File: src/rtl/ioas_pkg.sv
package ioas_pkg;

  // ----------------------------------------------------------------
  // Address
  // ----------------------------------------------------------------
  localparam int unsigned DIGIT_W    = 4;
  localparam int unsigned ADDR_W     = 7;
  localparam logic [6:0]  ADDR_MAX   = 7'h4D;
  localparam logic [6:0]  TENS_SCALE = 7'h0A;

  // ----------------------------------------------------------------
  // Indicators
  // ----------------------------------------------------------------
  localparam int unsigned RELAY_N = 12;
  localparam int unsigned INPUT_N = 24;

  // ----------------------------------------------------------------
  // Timing
  // ----------------------------------------------------------------
  localparam int unsigned CLK_HZ        = 100_000_000;
  localparam int unsigned BLINK_HALF_MS = 250;
  localparam int unsigned GAP_MS        = 1000;
  localparam int unsigned BEAT_HALF_MS  = 1000;
  localparam int unsigned BLINK_HALF_CYC = BLINK_HALF_MS * (CLK_HZ / 1000);
  localparam int unsigned GAP_CYC        = GAP_MS * (CLK_HZ / 1000);
  localparam int unsigned BEAT_HALF_CYC  = BEAT_HALF_MS * (CLK_HZ / 1000);
  localparam int unsigned TMR_W          = 28;

  // ----------------------------------------------------------------
  // Sequencer states
  // ----------------------------------------------------------------
  typedef enum logic [2:0] {
    IOAS_LATCH,
    IOAS_TENS,
    IOAS_GAP,
    IOAS_ONES,
    IOAS_RUN
  } ioas_state_t;

endpackage

File: src/rtl/ioas_top.sv
`timescale 1ns/1ns
// What this block does
// - Address is ten times tens switch plus ones switch.
// - Addresses above 77 are invalid; each module needs a distinct one.
// - After power-up power light blinks tens-digit times.
// - After power-up comm light blinks ones-digit times.
// - When ready, power light toggles slowly as heartbeat.
// - Once ready, comm light stays lit while module transmits.
// - No heartbeat before the module is operational.
// - Twelve relay lights, each lit while its relay is energised.
// - Twenty-four input lights, each lit while its input is live.
// - Shared bus; controller reaches module by its own address.
module ioas_top #(
  parameter int unsigned BLINK_HALF_CYC = ioas_pkg::BLINK_HALF_CYC,
  parameter int unsigned GAP_CYC        = ioas_pkg::GAP_CYC,
  parameter int unsigned BEAT_HALF_CYC  = ioas_pkg::BEAT_HALF_CYC,
  parameter int unsigned RELAY_N        = ioas_pkg::RELAY_N,
  parameter int unsigned INPUT_N        = ioas_pkg::INPUT_N
) (
  // Clock and reset
  input  wire logic                        clk,
  input  wire logic                        rst,
  // Address switches
  input  wire logic [ioas_pkg::DIGIT_W-1:0] ones_digit_switch,
  input  wire logic [ioas_pkg::DIGIT_W-1:0] tens_digit_switch,
  // Bus side
  input  wire logic                        tx_active,
  // Plant I/O state
  input  wire logic [RELAY_N-1:0]          relay_on,
  input  wire logic [INPUT_N-1:0]          input_live,
  // Address report
  output logic [ioas_pkg::ADDR_W-1:0]      bus_address,
  output logic                             address_valid,
  output logic                             ready,
  // Indicators
  output logic                             power_led,
  output logic                             comm_led,
  output logic [RELAY_N-1:0]               relay_led,
  output logic [INPUT_N-1:0]               input_led
);

  ioas_pkg::ioas_state_t             st_r, st_nxt;
  logic [ioas_pkg::DIGIT_W-1:0]      tens_r, tens_nxt;
  logic [ioas_pkg::DIGIT_W-1:0]      ones_r, ones_nxt;
  logic [ioas_pkg::TMR_W-1:0]        tmr_r, tmr_nxt;
  logic                              beat_r, beat_nxt;
  logic                              start_tens, start_ones;
  logic                              tens_led, ones_led;
  logic                              tens_done, ones_done;
  logic [ioas_pkg::ADDR_W-1:0]       addr_nxt;
  logic                              power_nxt, comm_nxt;
  logic                              valid_nxt, ready_nxt;

  // ----------------------------------------------------------------
  // Blink groups
  // ----------------------------------------------------------------
  ioas_blinker #(
    .HALF_CYC (BLINK_HALF_CYC)
  ) u_tens (
    .clk   (clk),
    .rst   (rst),
    .start (start_tens),
    .count (tens_r),
    .led   (tens_led),
    .done  (tens_done)
  );

  ioas_blinker #(
    .HALF_CYC (BLINK_HALF_CYC)
  ) u_ones (
    .clk   (clk),
    .rst   (rst),
    .start (start_ones),
    .count (ones_r),
    .led   (ones_led),
    .done  (ones_done)
  );

  // ----------------------------------------------------------------
  // Sequencer
  // ----------------------------------------------------------------
  always_comb begin
    st_nxt     = st_r;
    tens_nxt   = tens_r;
    ones_nxt   = ones_r;
    tmr_nxt    = tmr_r;
    beat_nxt   = beat_r;
    start_tens = 1'b0;
    start_ones = 1'b0;
    unique case (st_r)
      ioas_pkg::IOAS_LATCH: begin
        // Switches are caught once, after reset release
        tens_nxt   = tens_digit_switch;
        ones_nxt   = ones_digit_switch;
        st_nxt     = ioas_pkg::IOAS_TENS;
      end
      ioas_pkg::IOAS_TENS: begin
        start_tens = (tmr_r == '0);
        tmr_nxt    = ioas_pkg::TMR_W'(1);
        if (tens_done) begin
          tmr_nxt = ioas_pkg::TMR_W'(GAP_CYC - 1);
          st_nxt  = ioas_pkg::IOAS_GAP;
        end
      end
      ioas_pkg::IOAS_GAP: begin
        if (tmr_r == '0) begin
          start_ones = 1'b1;
          st_nxt     = ioas_pkg::IOAS_ONES;
        end else begin
          tmr_nxt = tmr_r - 1'b1;
        end
      end
      ioas_pkg::IOAS_ONES: begin
        if (ones_done) begin
          tmr_nxt = ioas_pkg::TMR_W'(BEAT_HALF_CYC - 1);
          beat_nxt = 1'b1;
          st_nxt  = ioas_pkg::IOAS_RUN;
        end
      end
      ioas_pkg::IOAS_RUN: begin
        if (tmr_r == '0) begin
          tmr_nxt  = ioas_pkg::TMR_W'(BEAT_HALF_CYC - 1);
          beat_nxt = ~beat_r;
        end else begin
          tmr_nxt = tmr_r - 1'b1;
        end
      end
    endcase
  end

  // ----------------------------------------------------------------
  // Output values
  // ----------------------------------------------------------------
  always_comb begin
    addr_nxt = ioas_pkg::ADDR_W'(tens_r * ioas_pkg::TENS_SCALE)
             + ioas_pkg::ADDR_W'(ones_r);
    power_nxt = (st_nxt == ioas_pkg::IOAS_RUN) ? beat_nxt : tens_led;
    comm_nxt  = (st_nxt == ioas_pkg::IOAS_RUN) ? tx_active : ones_led;
    valid_nxt = (st_r != ioas_pkg::IOAS_LATCH)
              && (tens_r <= 4'h9) && (ones_r <= 4'h9)
              && (addr_nxt <= ioas_pkg::ADDR_MAX);
    ready_nxt = (st_nxt == ioas_pkg::IOAS_RUN);
  end

  // ----------------------------------------------------------------
  // Registers
  // ----------------------------------------------------------------
  always_ff @(posedge clk or posedge rst) begin
    if (rst) begin
      st_r          <= ioas_pkg::IOAS_LATCH;
      tens_r        <= '0;
      ones_r        <= '0;
      tmr_r         <= '0;
      beat_r        <= 1'b0;
      bus_address   <= '0;
      address_valid <= 1'b0;
      ready         <= 1'b0;
      power_led     <= 1'b0;
      comm_led      <= 1'b0;
    end else begin
      st_r          <= st_nxt;
      tens_r        <= tens_nxt;
      ones_r        <= ones_nxt;
      tmr_r         <= tmr_nxt;
      beat_r        <= beat_nxt;
      bus_address   <= addr_nxt;
      address_valid <= valid_nxt;
      ready         <= ready_nxt;
      power_led     <= power_nxt;
      comm_led      <= comm_nxt;
    end
  end

  // ----------------------------------------------------------------
  // Channel indicators
  // ----------------------------------------------------------------
  genvar gi;
  generate
    for (gi = 0; gi < RELAY_N; gi++) begin : g_relay
      always_ff @(posedge clk or posedge rst) begin
        if (rst) begin
          relay_led[gi] <= 1'b0;
        end else begin
          relay_led[gi] <= relay_on[gi];
        end
      end
    end
    for (gi = 0; gi < INPUT_N; gi++) begin : g_input
      always_ff @(posedge clk or posedge rst) begin
        if (rst) begin
          input_led[gi] <= 1'b0;
        end else begin
          input_led[gi] <= input_live[gi];
        end
      end
    end
  endgenerate

endmodule

File: src/rtl/ioas_blinker.sv
`timescale 1ns/1ns
// Emits a given number of on/off blink pulses, then reports done.
module ioas_blinker #(
  parameter int unsigned HALF_CYC = 25_000_000
) (
  // Clock and reset
  input  wire logic                        clk,
  input  wire logic                        rst,
  // Control
  input  wire logic                        start,
  input  wire logic [ioas_pkg::DIGIT_W-1:0] count,
  // Status
  output logic                             led,
  output logic                             done
);

  logic [ioas_pkg::TMR_W-1:0]   tmr_r, tmr_nxt;
  logic [ioas_pkg::DIGIT_W:0]   half_r, half_nxt;
  logic                         busy_r, busy_nxt;
  logic                         done_nxt;
  logic                         led_nxt;

  // ----------------------------------------------------------------
  // Next state
  // ----------------------------------------------------------------
  always_comb begin
    tmr_nxt  = tmr_r;
    half_nxt = half_r;
    busy_nxt = busy_r;
    done_nxt = 1'b0;
    if (start) begin
      busy_nxt = (count != '0);
      done_nxt = (count == '0);
      half_nxt = {count, 1'b0};
      tmr_nxt  = ioas_pkg::TMR_W'(HALF_CYC - 1);
    end else if (busy_r) begin
      if (tmr_r == '0) begin
        half_nxt = half_r - 1'b1;
        tmr_nxt  = ioas_pkg::TMR_W'(HALF_CYC - 1);
        if (half_r == (ioas_pkg::DIGIT_W+1)'(1)) begin
          busy_nxt = 1'b0;
          done_nxt = 1'b1;
        end
      end else begin
        tmr_nxt = tmr_r - 1'b1;
      end
    end
    // Odd half counts are the lit phases
    led_nxt = busy_nxt & half_nxt[0];
  end

  // ----------------------------------------------------------------
  // Registers
  // ----------------------------------------------------------------
  always_ff @(posedge clk or posedge rst) begin
    if (rst) begin
      tmr_r  <= '0;
      half_r <= '0;
      busy_r <= 1'b0;
      led    <= 1'b0;
      done   <= 1'b0;
    end else begin
      tmr_r  <= tmr_nxt;
      half_r <= half_nxt;
      busy_r <= busy_nxt;
      led    <= led_nxt;
      done   <= done_nxt;
    end
  end

endmodule

File: config.mk
export PLATFORM = sky130hd
export DESIGN_NAME = ioas_top
export DESIGN_NICKNAME = d
export VERILOG_FILES = /design/src/rtl/ioas_pkg.sv /design/src/rtl/ioas_top.sv /design/src/rtl/ioas_blinker.sv
export SDC_FILE = /design/constraint.sdc
export NUM_CORES = 1
export LEC_CHECK = 0
export ABC_AREA = 1
export ABC_CLOCK_PERIOD_IN_PS = 4100
export BUFFER_PORTS_ARGS = -buffer_cell sky130_fd_sc_hd__buf_2
export CELL_PAD_IN_SITES_DETAIL_PLACEMENT = 1
export CELL_PAD_IN_SITES_GLOBAL_PLACEMENT = 1
export CORE_MARGIN = 4
export CORE_UTILIZATION = 40
export CTS_CLUSTER_SIZE = 12
export DETAILED_ROUTE_END_ITERATION = 10
export HOLD_SLACK_MARGIN = 0.03
export PLACE_DENSITY = 0.77
export SLEW_MARGIN = 25
export SYNTH_ARGS = -nofsm -noshare
export SYNTH_HDL_FRONTEND = slang
export SYNTH_SLANG_ARGS = --single-unit
File: constraint.sdc
create_clock -name clk -period 4.1 [get_ports clk]
set_input_delay 0.205 -clock clk [delete_from_list [all_inputs] [get_ports clk]]
set_output_delay 0.205 -clock clk [all_outputs]
set_load 0.005 [all_outputs]
[Word-level counts from Yosys, hierarchy flattened]
Cells that the tools add are included.
Storage, ports and cells
  output and inout bits: 47
  register bits after elaboration: 159
Cells by class
  multiplexer cells: 45
  magnitude comparators: 3
  equality and inequality tests: 9
  multiply operators: 1
  add/sub/neg operators: 6
  bitwise logic cells: 3
  reduce and logical (&&, ||, !) cells: 20
Operator list (number)
  $mux 28: 9
  $pmux 28 s4: 1
  $logic_not 28->1: 3
  $sub 28x1->28 const B: 3
  $mux 5: 6
  $mux 27: 1
  $mux 1: 23
  $pmux 3 s4: 1
  $reduce_bool 4->1: 3
  $eq 5x1->1 const B: 2
  $sub 5x1->5 const B: 2
  $mux 3: 3
  $le 4x4->1 const B: 2
  $logic_not 4->1: 2
  $reduce_bool 2->1: 4
  $add 7x4->7: 1
  $le 7x7->1 const B: 1
  $eq 3x2->1 const B: 2
  $eq 3x3->1 const B: 2
  $mul 4x3->6 const B: 1
  $reduce_and 2->1: 2
  $eq 3x1->1 const B: 1
  $logic_and 1x1->1: 3
  $logic_not 3->1: 1
  other kinds (7): 8

[Depth between registers and ports, before layout]
Gate-level depths: netlist of run 1.
  depth after elaboration: 6
  gate-level depth with buffers: 13
  mapped depth without buffers: 13

[Cells and area by module]
A second synthesis of run 1 with hierarchy kept.
Second synthesis, totals
  cells, all modules: 1133
  area total of the unflattened synthesis: 8916.1 µm²
Modules (own cells, without submodules)
  ioas_blinker: area an instance 2249.7 µm², cells an instance 304, times used 2
  ioas_top: area an instance 4416.7 µm², cells an instance 525, times used 1

[Worst setup path after synthesis of run 1]
No wires, ideal clock.
  path kind: register to register
  start point: reg tmr_r[0] (netlist bit)
  end point: reg u_tens.tmr_r[11] (netlist bit)
  cell stages (with the launch flop): 14
  clock period less this slack: 1.865 ns
  arrival time: 1.738 ns
  setup time: 0.127 ns
  path slack: 2.235 ns
  buffers on the path: 2
  cell sequence: dfrtp_1 inv_1 ha_1 nand2_2 nor2_4 nand2_4 clkinv_4 nand2_4 nor2_8 buf_12 nor2_4 buf_6 o21ai_1 nand3_1
Between the ends
  longest elaborated chain between the ends: 3
RTL lines
  from (decl): line ioas_top.sv:45  | logic [ioas_pkg::TMR_W-1:0] tmr_r, tmr_nxt;
  from (signal assigned): line ioas_top.sv:164  | tmr_r <= tmr_nxt;
  $logic_not 28->1 (*): line ioas_top.sv:98  | start_tens = (tmr_r == '0);
  $mux 1 (*): line ioas_top.sv:90  | unique case (st_r)
  $mux 28 or $reduce_bool 2->1 (tied branches)
  to (signal assigned): line ioas_blinker.sv:63  | tmr_r <= tmr_nxt;
  to (decl): line ioas_blinker.sv:17  | logic [ioas_pkg::TMR_W-1:0] tmr_r, tmr_nxt;
Mark *: on every way between the ends. The rest lies on a longest branch, timed or not.
A chain may end at the register's enable or synchronous reset.

[Worst setup path after layout of run 1]
  start point: reg tmr_r[0] (netlist bit)
  end point: reg tmr_r[2] (netlist bit)
Between the ends
  longest elaborated chain between the ends: 3
RTL lines
  $sub 28x1->28 or $logic_not 28->1 (tied branches)
  $mux 28, or another cell as far along: line ioas_top.sv:121  | if (tmr_r == '0) begin
  $pmux 28 s4 or $reduce_and 3->1 (tied branches)
Parallel ways exist; a longest one is shown, timed or not. The select of a mux whose other input is x is not followed.

==> results of run 1 <==
[timing repair]
item / 4_1_cts / 5_1_grt
endpoints found under the hold margin: 79 / 0
hold buffers: 45 / 0
endpoints found under the setup margin: 0 / 0
[final timing paths]
check	from	endpoint	slack, ps	depth (start not counted)
worst min-delay path	tx_active	comm_led$_DFF_PP0_	60	3
max in group asynchronous	rst	tmr_r[18]$_DFFE_PP0P_	2440	4
worst max-delay path	tmr_r[0]$_DFFE_PP0P_	tmr_r[2]$_DFFE_PP0P_	1500	10
worst max register to register	tmr_r[0]$_DFFE_PP0P_	tmr_r[2]$_DFFE_PP0P_	1500	10
worst min register to register	ones_r[0]$_DFFE_PP0N_	bus_address[0]$_DFF_PP0_	450	0
min in group asynchronous	rst	input_led[21]$_DFF_PP0_	500	3
[sequential cells by signal, indices dropped and copies added (netlist names), 3 cells and up]
name,count
u_ones.tmr_r,28
tens_r,4
st_r,3
input_led,24
u_ones.half_r,5
u_tens.half_r,5
u_tens.tmr_r,28
relay_led,12
bus_address,7
tmr_r,28
ones_r,4
[metal layers]
metal	part of all wire (%)	wire length [um]	global-route usage, %
met1	45	11900	29.87
met2	51	13520	40.01
met3	2.7	717	3.356
met4	1.1	303	4.919
met5	0	0	0
[cell usage in the layout (no fill, tap or decap), types with 6 or more instances in the layout]
master         count
a21oi_1           19
buf_2             93
clkbuf_16         17
dfrtp_1          159
dlygate4sd3_1     45
ha_1              15
inv_1            120
inv_2              8
nand2_1          226
nand3_1          127
nand3b_1           6
nand4_1           30
nor2_1           225
nor2_2             6
nor3_1            21
o211ai_1           8
o21ai_0           43
o21ai_1           14
xor2_1            38
[where the power goes]
group / switching (mW) / leakage (nW) / internal, mW / total [mW]
clock network: 0.748 / 0.281 / 0.828 / 1.58
logic: 3.03 / 3.04 / 1.38 / 4.41
registers: 0.395 / 2.01 / 1.97 / 2.36
[cells by family after synthesis]
| kind of cell | share of synthesized area (%) |
|---|---|
| buffers and inverters | 7.500 |
| XOR/XNOR | 4.100 |
| adder cells (fa/ha/maj) | 2.600 |
| AND/OR/NAND/NOR | 33.19 |
| AO/OA/AOI/OAI | 7.186 |
| flip-flops | 45.43 |
[worst register-to-register path, cell delays in order, from the launching register on]
cell and delay (ps):
dfrtp_1 370, inv_1 100, ha_1 220, nand2_2 110, nor2_4 230, nand2_4 110
nor2_2 180, nand4_1 500, nand2_1 470, nor2_1 90, a21oi_1 150
[final cells by class]
type / instances / area (um^2)
Clock inverter: 14 / 140.1
Inverter: 132 / 506.7
Sequential cell: 159 / 3979
Clock buffer: 18 / 439.2
Tap cell: 275 / 344.1
Timing Repair Buffer: 140 / 943.4
Fill cell: 2674 / 10810
Multi-Input combinational cell: 827 / 4126
[through the flow]
stage,total power [mW],worst slack [ps]
after global placement,6.553,1558
after detailed placement,6.679,1482
after CTS,8.376,1462
final,8.349,1497
after global routing,9.100,1220
after floorplan,5.474,1880
==> metrics list, run 1 <==
- Share of the yosys chip area belonging to registers: 45.43%
- Buffers & Inverters on Critical Path: 1
- The first detailed-routing pass took 5 iterations.
- Vias per cell: 5.146
- The min-delay analysis places its worst path in the category input pin to flip-flop.
- Crit path max-delay cell type: nand4_1
- Top achievable clock speed: 384.1 MHz
* Count of pins on the block boundary: 94
- CP Capture Type: flip-flop
- For this run, the share of the core covered by cells in the final layout is 49.23%.
* ANT nets after route: 0
- At the worst endpoint, the arrival time is 2950 ps.
- Number of global-route vias before repair: 8,639
* Post-synthesis to final-layout area growth: 19.64%
- Clock-pin slew was measured on the worst setup and hold paths at 70 ps.
- At the pin with the least slew margin, the transition time is 806.6 ps.
- Fraction of registers with async set or reset after synthesis: 100.0%
- After routing the design area is 10,480 um^2.
* Die footprint: 24,330 um^2
* Post-detailed-route DRC marker count: 0
- Chip Height: 156.0 um
* Starting DRT DRC Count: 422
* Root Buffer: clkbuf_16
- GR Overflow Total: 0
- The worst path in the final design needs a cycle of 2603 ps, including I/O delays and setup.
- In this design, the stage delay of the slowest critical-path cell is 500 ps.
* Count of mapped cells out of synthesis: 1,141
- Total power per unit cell area: 796.8 nW/um^2
- Quantity of I/O buffers inserted on ports: 93
- The tree built by TritonCTS fans out to 159 sinks.
* Final WL: 26,440 um
* Horizontal die dimension: 156.0 um
- Initial Util: 41.15%
- Quantity of gates resized following cts: 0
- Most instantiated flip-flop cell in the synthesis netlist: dfrtp_1
- Layout Skew: 12.33 ps
- Final clock period utilization by the worst path: 63.50%
- STA puts the critical path data required time at 4450 ps.
* Cell area reported after detailed placement: 9449 um^2
- Most instantiated library cell after synthesis: nand2_1
- First-pass GRT wire length: 44,940 um
- The cell area that synthesis handed to floorplanning was 8758 um^2.
* Final Non-Filler Cells: 1,565
* Cell family contributing the most delay on the critical path: simple AND/OR/NAND/NOR gates
- A synthesized cell averages 7.676 um^2.
- In this run the static leakage power is 5.328 nW.
* Core Box Area: 21,290 um^2
- Post-CTS timing repair inserted 0 buffers for setup.
- Average wire length per cell after detail routing: 16.89 um
- The tool flagged a number of max-cap violations equal to 0.
- For the final routed database, the setup TNS stands at 0 ps.
- The flow ran to the end, and the final reports show no timing, DRC or antenna violations.
* Total clock buffers created by CTS: 17
- Counting every net in the synthesized netlist gives 1,205.
- Synth warn: 0
- In this run the core area contains 53 standard-cell rows.
- The number of antenna violations at the first check in global routing came to 0.
* Slew Viols, Final: 0
- Slew margin rel.: 46.03%
- Peak supply drop: 0.4130 mV
- TritonCTS clock tree: yes
- Setup repair after global routing left no endpoint under its margin.
* Largest fanout on the critical path: 11
- HPWL after detailed placement: 18,630 um
- Combined global-route utilization of all metal layers: 22.77%
* Synth Register Bits: 159
- Hold timing on the final database bottoms out at a slack of 55.16 ps.
* Area fraction of the dominant cell type after synthesis: 45.43%
- The worst setup path is of the flip-flop to flip-flop kind.
* Commonest cells post-synth: nand2_1 (226), nor2_1 (225), dfrtp_1 (159)
* Number of nets at the end of the flow: 1,341
- In this run, synthesis inferred 0 flip-flops with an integrated enable.
* Final Hold Viols: 0
- STA classifies the critical path startpoint as a flip-flop.
* CP cell instances: inv_1 -> ha_1 -> nand2_2 -> nor2_4 -> nand2_4 -> nor2_2 -> nand4_1 -> nand2_1 -> nor2_1 -> a21oi_1
* Clock Path Buffers: 2
- The H-tree was split into 4 levels.
- In this run, placement finished with an instance count of 1,488.
- Most area-hungry cell type in the Yosys netlist: dfrtp_1
- Yosys attributes the largest share of cell area to dfrtp_1 (45%), nand2_1 (9.7%), nor2_1 (9.6%).
- Antenna fix cells: 0
- The final route contains 8,054 vias.
- Maximum number of pins on one net before global-route repair: 125
- Count of cell types in the netlist: 45
* Clock Latency Late Sink: 430 ps
- Of the cells placed in the final design, the portion with a size suffix greater than 1 is 12.95%.
* Setup violations, final: 0
- At the end of routability-driven placement, the weighted congestion stood at 0.8308.
Note: power is estimated with default switching activity, not from simulation.
==> run 2, diff against run 1 <==
- ABC_AREA: 1 -> 0
- ABC_CLOCK_PERIOD_IN_PS: 4100 -> 2570
- CORE_UTILIZATION: 40 -> 45
- PLACE_DENSITY: 0.77 -> 0.79
- clock period: 4.1 -> 2.57 ns (I/O delays scaled with it)
==> metrics list, run 2 <==
* Outcome: finished clean
* Initial Util: 46.06%
- Number of antenna violations at the first check in global routing: 0
* Clk pin slew, worst setup/hold paths: 90 ps
* Count of mapped cells out of synthesis: 760
* Transition time at the pin with the least slew margin: 881.4 ps
* Synth warn: 0
* Post-detailed-route DRC marker count: 0
- The worst setup path is of the flip-flop to flip-flop kind.
- Among all flip-flop cells after synthesis, the most frequent one is dfrtp_1.
- The synthesized design contains 0 enable-type register cells.
- The synthesized netlist devotes 11.15% of its cell area to compound gates.
* Max capacitance violation total: 0
* Worst path setup slack after routing: 82.20 ps
* Count of pins on the block boundary: 94
* HPWL after detailed placement: 15,330 um
* Layout Skew: 19.03 ps
- TritonCTS built the clock tree.
- Combined area of all synthesized cells: 7639 um^2
* Total clock buffers created by CTS: 17
* Xor and xnor fraction of the mapped netlist area: 6.306%
* Final WL: 26,360 um
* Most area-hungry cell type in the Yosys netlist: dfrtp_1
- Dominant combinational cell family by area after synthesis: simple AND/OR/NAND/NOR gates
- CP arrival: 2800 ps
- The most common cell in the synthesized netlist is dfrtp_1.
- The cell sitting at the root of the clock tree is a clkbuf_16.
* Final critical delay including setup and external delays: 2488 ps
- The routed layout has 6,749 vias.
- Biggest registers after layout: tmr_r x28, u_ones.tmr_r x28, u_tens.tmr_r x28
- Average wire length per cell after detail routing: 22.67 um
- Sum of met3 wire segment lengths after detailed routing: 1012 um
- The core region is 16,580 um^2.
* CP cell instances: or4_4 -> nand3b_4 -> or3_1 -> or3_1 -> a211oi_1
- Number of nets at the end of the flow: 994
- Finished layout cell area: 9726 um^2
- In this design, the critical path's most frequently occurring cell is or3_1.
* Maximum number of pins on one net before global-route repair: 71
- Number of H-tree levels: 4
* Top achievable clock speed: 402.0 MHz
- At the end of routability-driven placement, the weighted congestion stood at 0.8349.
- Sequential cell area: 3984 um^2
- Slew Viols, Final: 0
- CP Capture Type: flip-flop
- After detailed routing, the wire length on met1 is 9824 um.
- Signal routing reaches up to met4.
- The via count of the first global-routing pass is 7,699.
* Peak supply drop: 0.5456 mV
- Largest stage delay, worst path: 560 ps
* Cell family contributing the most delay on the critical path: simple AND/OR/NAND/NOR gates
- Final core area utilization: 58.65%
- After synthesis, the share of flip-flops with an asynchronous set or reset is 100.0%.
- Horizontal die dimension: 138.3 um
- The library cell used most frequently in the layout, excluding fill and tap cells, is dfrtp_1.
- Crit path max-delay cell type: or4_4
- Final Hold Viols: 0
- Headroom to the max-slew limit came out at 41.24%.
- The count of buffers added on input and output ports is 93.
- Combined global-route utilization of all metal layers: 28.16%
- The path class of the tightest hold or removal check is input pin to flip-flop.
* Post-synthesis share of cell area spent on and, or, nand and nor gates: 23.06%
* Synth Register Bits: 159
- Final clock period utilization by the worst path: 96.80%
- For this run, the register share of the synthesized area comes to 52.09%.
- The synthesized design devotes to its leading area cell type 52.09% of total area.
* Share of final-layout standard cells stronger than drive strength 1: 22.69%
- Chip Height: 138.3 um
- Summed over all cells, the static leakage comes to 4.492 nW.
- Largest fanout on the critical path: 9
- Die footprint: 19,120 um^2
* Buffers & Inverters on Critical Path: 0
* Commonest cells post-synth: dfrtp_1 (159), nor2_1 (85), nand2_1 (80)
* ANT nets after route: 0
- Counting the fill cells in the layout gives 1,820.
- Synthesis produced a netlist with a net count of 824.
- The clock passes through at most 2 buffers.
- Share of synthesized area spent on multiplexers: 1.720%
* First-pass GRT wire length: 42,430 um
* Synth top area cells: dfrtp_1 (52%), nor2_1 (4.2%), nand2_1 (3.9%)
- Total iterations of the first detailed-routing run: 5
- The netlist uses 64 different library cells.
* Total power per unit cell area: 649.6 nW/um^2
* Adder-cell share of the synthesized area: 2.981%
* Required arrival time at the worst endpoint: 2890 ps
- Startpoint types: flip-flop
- The repair_antennas step left the layout with diodes totalling 0.
- Count of standard-cell rows: 47
* Clock Latency Late Sink: 460 ps
- Setup slack at placement: 40.06 ps
- Post-synthesis to final-layout area growth: 27.32%
- Vias per cell: 5.803
- Cell area reported after detailed placement: 8583 um^2
- Most used cells in the layout excluding fill and tap cells: dfrtp_1 (155), buf_2 (93), nor2_1 (85)
* Number of sinks on the clock net: 159
- Global routing finished with a remaining overflow of 0.
* Starting DRT DRC Count: 356
* Multi-input gate area in the final layout: 3515 um^2
- Sum of met2 wire segment lengths after detailed routing: 14,000 um
- Setup violations, final: 0
- A synthesized cell averages 10.05 um^2.
-- run 2: cell count changes in the layout (fill, tap and decap cells not counted), sizes merged, moves of 11 or more --
| cell | before | now |
|---|---|---|
| a21oi | 23 | 47 |
| buf | 95 | 135 |
| inv | 139 | 28 |
| nand2 | 233 | 80 |
| nand3 | 128 | 21 |
| nand4 | 32 | 12 |
| nor2 | 235 | 85 |
| nor3 | 21 | 40 |
| nor4 | 4 | 30 |
| o21ai | 60 | 43 |
| or3 | 0 | 11 |
| xnor2 | 3 | 31 |
| xor2 | 38 | 24 |
-- run 2: worst paths after layout --
path	from	endpoint	slack, ps	depth (start not counted)
worst max-delay path	u_tens.tmr_r[3]$_DFFE_PP0P_	u_tens.led$_DFF_PP0_	80	5
worst min-delay path	relay_on[8]	relay_led[8]$_DFF_PP0_	310	2
worst max register to register	u_tens.tmr_r[3]$_DFFE_PP0P_	u_tens.led$_DFF_PP0_	80	5
worst min register to register	tmr_r[18]$_DFFE_PP0P_	tmr_r[18]$_DFFE_PP0P_	510	1
max in group asynchronous	rst	tens_r[1]$_DFFE_PP0N_	1410	4
min in group asynchronous	rst	relay_led[9]$_DFF_PP0_	330	3
-- run 2: per-stage QoR --
stage	hold slack [ps]	power, mW	cells	TNS (ps)
2_1_floorplan	159.9	3.232	760	0
3_3_place_gp	236.1	3.491	1083	0
3_5_place_dp	237.9	3.556	1083	0
4_1_cts	305.5	6.223	1161	0
5_1_grt	301.7	6.544	1163	-3.035
6_report	309.1	6.317	1163	0
-- run 2: cells by family (layout without fill, tap and decap cells) --
family	count (synthesis)	count (layout)
xor+xnor	55	55
compound gates	138	138
flops	159	159
fa+ha+maj	17	17
mux	12	12
simple gates	329	329
buf+inv	50	233
-- run 2: per-layer routing --
layer,track usage (%),vias to the layer above
met5,0,-
met4,16.28,0
met3,6.354,85
met2,50.51,202
met1,30.47,3417
li1,-,3045
-- run 2: area by class of cell --
type                       instances  area share (%)
inverter                          20          0.8105
tap                              220           2.830
timing repair buffer             181           13.06
clock inverter                    14           1.685
multi-input combinational        551           36.14
clock buffer                      18           4.516
sequential                       159           40.96
-- run 2: where the power goes --
part / internal (mW) / switching [mW] / leakage, nW / total [mW]
clock: 1.42 / 1.27 / 0.296 / 2.68
sequential: 2.67 / 0.150 / 2.00 / 2.82
combinational: 0.341 / 0.477 / 2.20 / 0.818
-- run 2: repair_timing --
| item | CTS | global route |
|---|---|---|
| pin swaps | 0 | 0 |
| hold buffers | 46 | 0 |
| hold endpoints to repair | 73 | 0 |
| setup endpoints to repair | 1 | 62 |
| gates resized for setup | 1 | 17 |
| buffers inserted | 0 | 2 |
-- run 2: worst register-to-register path, cell delays in order, from the launching register on --
cell,delay (ps)
dfrtp_1,430
or4_4,560
nand3b_4,260
or3_1,420
or3_1,360
a211oi_1,350
==> run 3, diff against run 2 <==
- GPL_TIMING_DRIVEN: not set -> 0
==> metrics list, run 3 (synthesis results as in run 2) <==
* Die footprint: 19,120 um^2
- Number of sinks on the clock net: 159
- Kind of critical path: flip-flop to flip-flop
- Maximum number of pins on one net before global-route repair: 34
- Derived from the worst setup path, the maximum achievable clock frequency is 377.6 MHz.
- Global routing finished with a remaining overflow of 0.
- The number of antenna violations at the first check in global routing is 1.
* CP cell instances: inv_1 -> ha_2 -> nor2b_4 -> and4_4 -> a31oi_1 -> buf_2 -> nor2_1 -> xnor2_1 -> nand2_1
- Together, buffers and inverters on the worst path number 2.
- The count of final hold-check violations was 0.
- Part of the total power dissipated in the clock network: 41.8%
- The final layout contains routed wiring with a total length of 29,380 um.
- Count of standard-cell rows: 47
- Following the worst setup path forward leads to its endpoint at u_ones.tmr_r[5]$_DFFE_PP0P_.
- Critical R2R Launch: tmr_r[0]$_DFFE_PP0P_
* Starting DRT DRC Count: 420
- Clk pin slew, worst setup/hold paths: 90 ps
- Initial Util: 46.06%
- Cell family contributing the most delay on the critical path: simple AND/OR/NAND/NOR gates
- Global routing used 28.36% of the available tracks across all layers.
* Final weighted congestion in routability-driven placement: 0.8173
- The worst hold path belongs to the class input pin to flip-flop.
* Horizontal die dimension: 138.3 um
- The die is 138.3 um tall.
- In the routed design, unresolved DRC markers number 0.
- Counting cells, the worst reg-to-reg path comes to 9.
- Worst setup path startpoint: tmr_r[0]$_DFFE_PP0P_
* Crit path max-delay cell type: dfrtp_1
- Clock Path Buffers: 2
- At the later pin of the worst-skew pair, clock insertion delay measures 460 ps.
* Post-synthesis to final-layout area growth: 30.34%
- Layout Skew: 26.68 ps
- Total power per unit cell area: 629.3 nW/um^2
- Switching power as a share of total power: 31.20%
- Slew Viols, Final: 0
- Power spent charging and discharging nets: 1.955 mW
- Quantity of I/O buffers inserted on ports: 93
- The worst pin sits at a relative slew slack of 41.73%.
- The flow ran to the end, but the final reports show violations.
- In this run the clock root is driven by a clkbuf_16.
- Setup slack at placement: -416.8 ps
- Count of fill cells added during filler insertion: 1,833
* Number of nets at the end of the flow: 1,008
- Most used cells in the layout excluding fill and tap cells: dfrtp_1 (154), buf_2 (102), nor2_1 (81)
- Setup violations remaining at the end of the flow were counted as 4.
* Proportion of power drawn by flip-flops and latches: 45.1%
* HPWL after detailed placement: 15,330 um
- The first detailed-routing pass ran for 5 iterations.
* CP Capture Type: flip-flop
- The via count of the first global-routing pass is 7,709.
* Static leakage power: 4.566 nW
- Core Box Area: 16,580 um^2
- TritonCTS clock tree: yes
- Startpoint types: flip-flop
- Transition time at the pin with the least slew margin: 866.1 ps
- Final clock period utilization by the worst path: 103.0%
- Failing checks: negative setup slack
* ANT nets after route: 0
* Final critical delay including setup and external delays: 2648 ps
* First-pass GRT wire length: 43,280 um
- In the final layout, the registers with the most flip-flops are tmr_r x28, u_ones.tmr_r x28, u_tens.tmr_r x28.
- In this run the critical register-to-register path is captured at u_ones.tmr_r[5]$_DFFE_PP0P_.
* Depth of the critical timing path with buffers and inverters included: 9
- After detailed routing, the average wire length per cell comes to 24.94 um.
- The internal portion of the total power is 4.311 mW.
- Total clock buffers created by CTS: 17
* Number of H-tree levels: 4
- In this design, the stage delay of the slowest critical-path cell is 430 ps.
- Once routing completed, OpenROAD measured the worst setup slack at -78.31 ps.
- For this block, the via count after detailed routing is 7,167.
- Of all nets on the critical path, the largest fanout is 10.
- In the final layout, the share of cells above drive strength 1 is 24.76%.
* Peak supply drop: 0.5318 mV
- Max-cap violations in this run came to 0.
* Sequential cell area: 3985 um^2
- Summing internal, switching and leakage power gives 6.265 mW.
- Combinational logic is responsible for 13.0% of the overall power.
- The multi-input combinational cells in the finished layout cover a total of 3670 um^2.
- In the routed layout, each cell is associated on average with a via count of 6.084.
- Data arrives at the worst endpoint at 2930 ps.
* Most common cell after layout, fill and taps aside: dfrtp_1
- Count of pins on the block boundary: 94
- Worst reg-to-reg setup slack: -80 ps
- Data on the critical path is required at its endpoint by 2850 ps.
[run 3: worst reg2reg max path: cells and delay by family, from the launching register on]
kind / cells / cell delay (ps)
adders and majority gates: 1 / 220
buffers and inverters: 2 / 370
xor gates and xnor gates: 1 / 280
DFF: 1 / 430
AOI/OAI and AO/OA: 1 / 150
and+or+nand+nor: 4 / 1050
[run 3: worst min path at each step]
stage	from	endpoint	slack, ps	depth (start not counted)
after floorplan	input_live[0]	input_led[0]$_DFF_PP0_	160	0
after global routing	input_live[19]	input_led[19]$_DFF_PP0_	300	2
final	input_live[19]	input_led[19]$_DFF_PP0_	310	2
after CTS	input_live[5]	input_led[5]$_DFF_PP0_	310	2
after detailed placement	relay_on[1]	relay_led[1]$_DFF_PP0_	240	1
after global placement	input_live[17]	input_led[17]$_DFF_PP0_	240	1
[run 3: repair_timing]
action,CTS,global route
gates resized for setup,20,43
hold buffers,46,0
endpoints found under the hold margin,71,0
endpoints found under the setup margin,84,77
pin swaps,3,16
buffers inserted,6,18
cloned,0,1
[run 3: cell type report]
| class | count | share of cell area, % |
|---|---|---|
| flip-flops and latches | 159 | 40.03 |
| multi-input cells | 552 | 36.86 |
| repair buffers | 168 | 12.27 |
| clock buffers | 17 | 4.273 |
| well taps | 220 | 2.765 |
| clock inverters | 15 | 1.697 |
| plain buffers | 26 | 1.294 |
| inverters | 20 | 0.7918 |
| diodes | 1 | 0.02514 |
[run 3: power groups by stage]
stage / combinational, mW / sequential [mW] / clock [mW]
floorplan: 0.412 / 2.82 / 0
global placement: 0.616 / 2.83 / 0
detailed placement: 0.682 / 2.85 / 0
finish: 0.816 / 2.83 / 2.62
global route: 0.892 / 2.85 / 2.75
CTS: 0.757 / 2.80 / 2.56
[run 3: stage by stage]
step | hold WS (ps) | instances | util [%] | TNS, ps | instance area [um^2]
global route | 295.6 | 1178 | 60.03 | -631.8 | 9956
detailed placement | 237.9 | 1078 | 51.20 | -15930 | 8491
finish | 306.6 | 1178 | 60.03 | -119.6 | 9956
floorplan | 159.9 | 760 | - | 0 | 7642
global placement | 236.0 | 1073 | 50.55 | -89260 | 8383
CTS | 308.3 | 1161 | 58.30 | 0 | 9668
[run 3: routing by layer]
metal	GRT usage [%]	routed length [um]	share of wire, %
met1	31.57	10550	36
met2	52.36	15780	54
met3	5.318	1300	4.4
met4	12.95	1747	5.9
met5	0	0	0
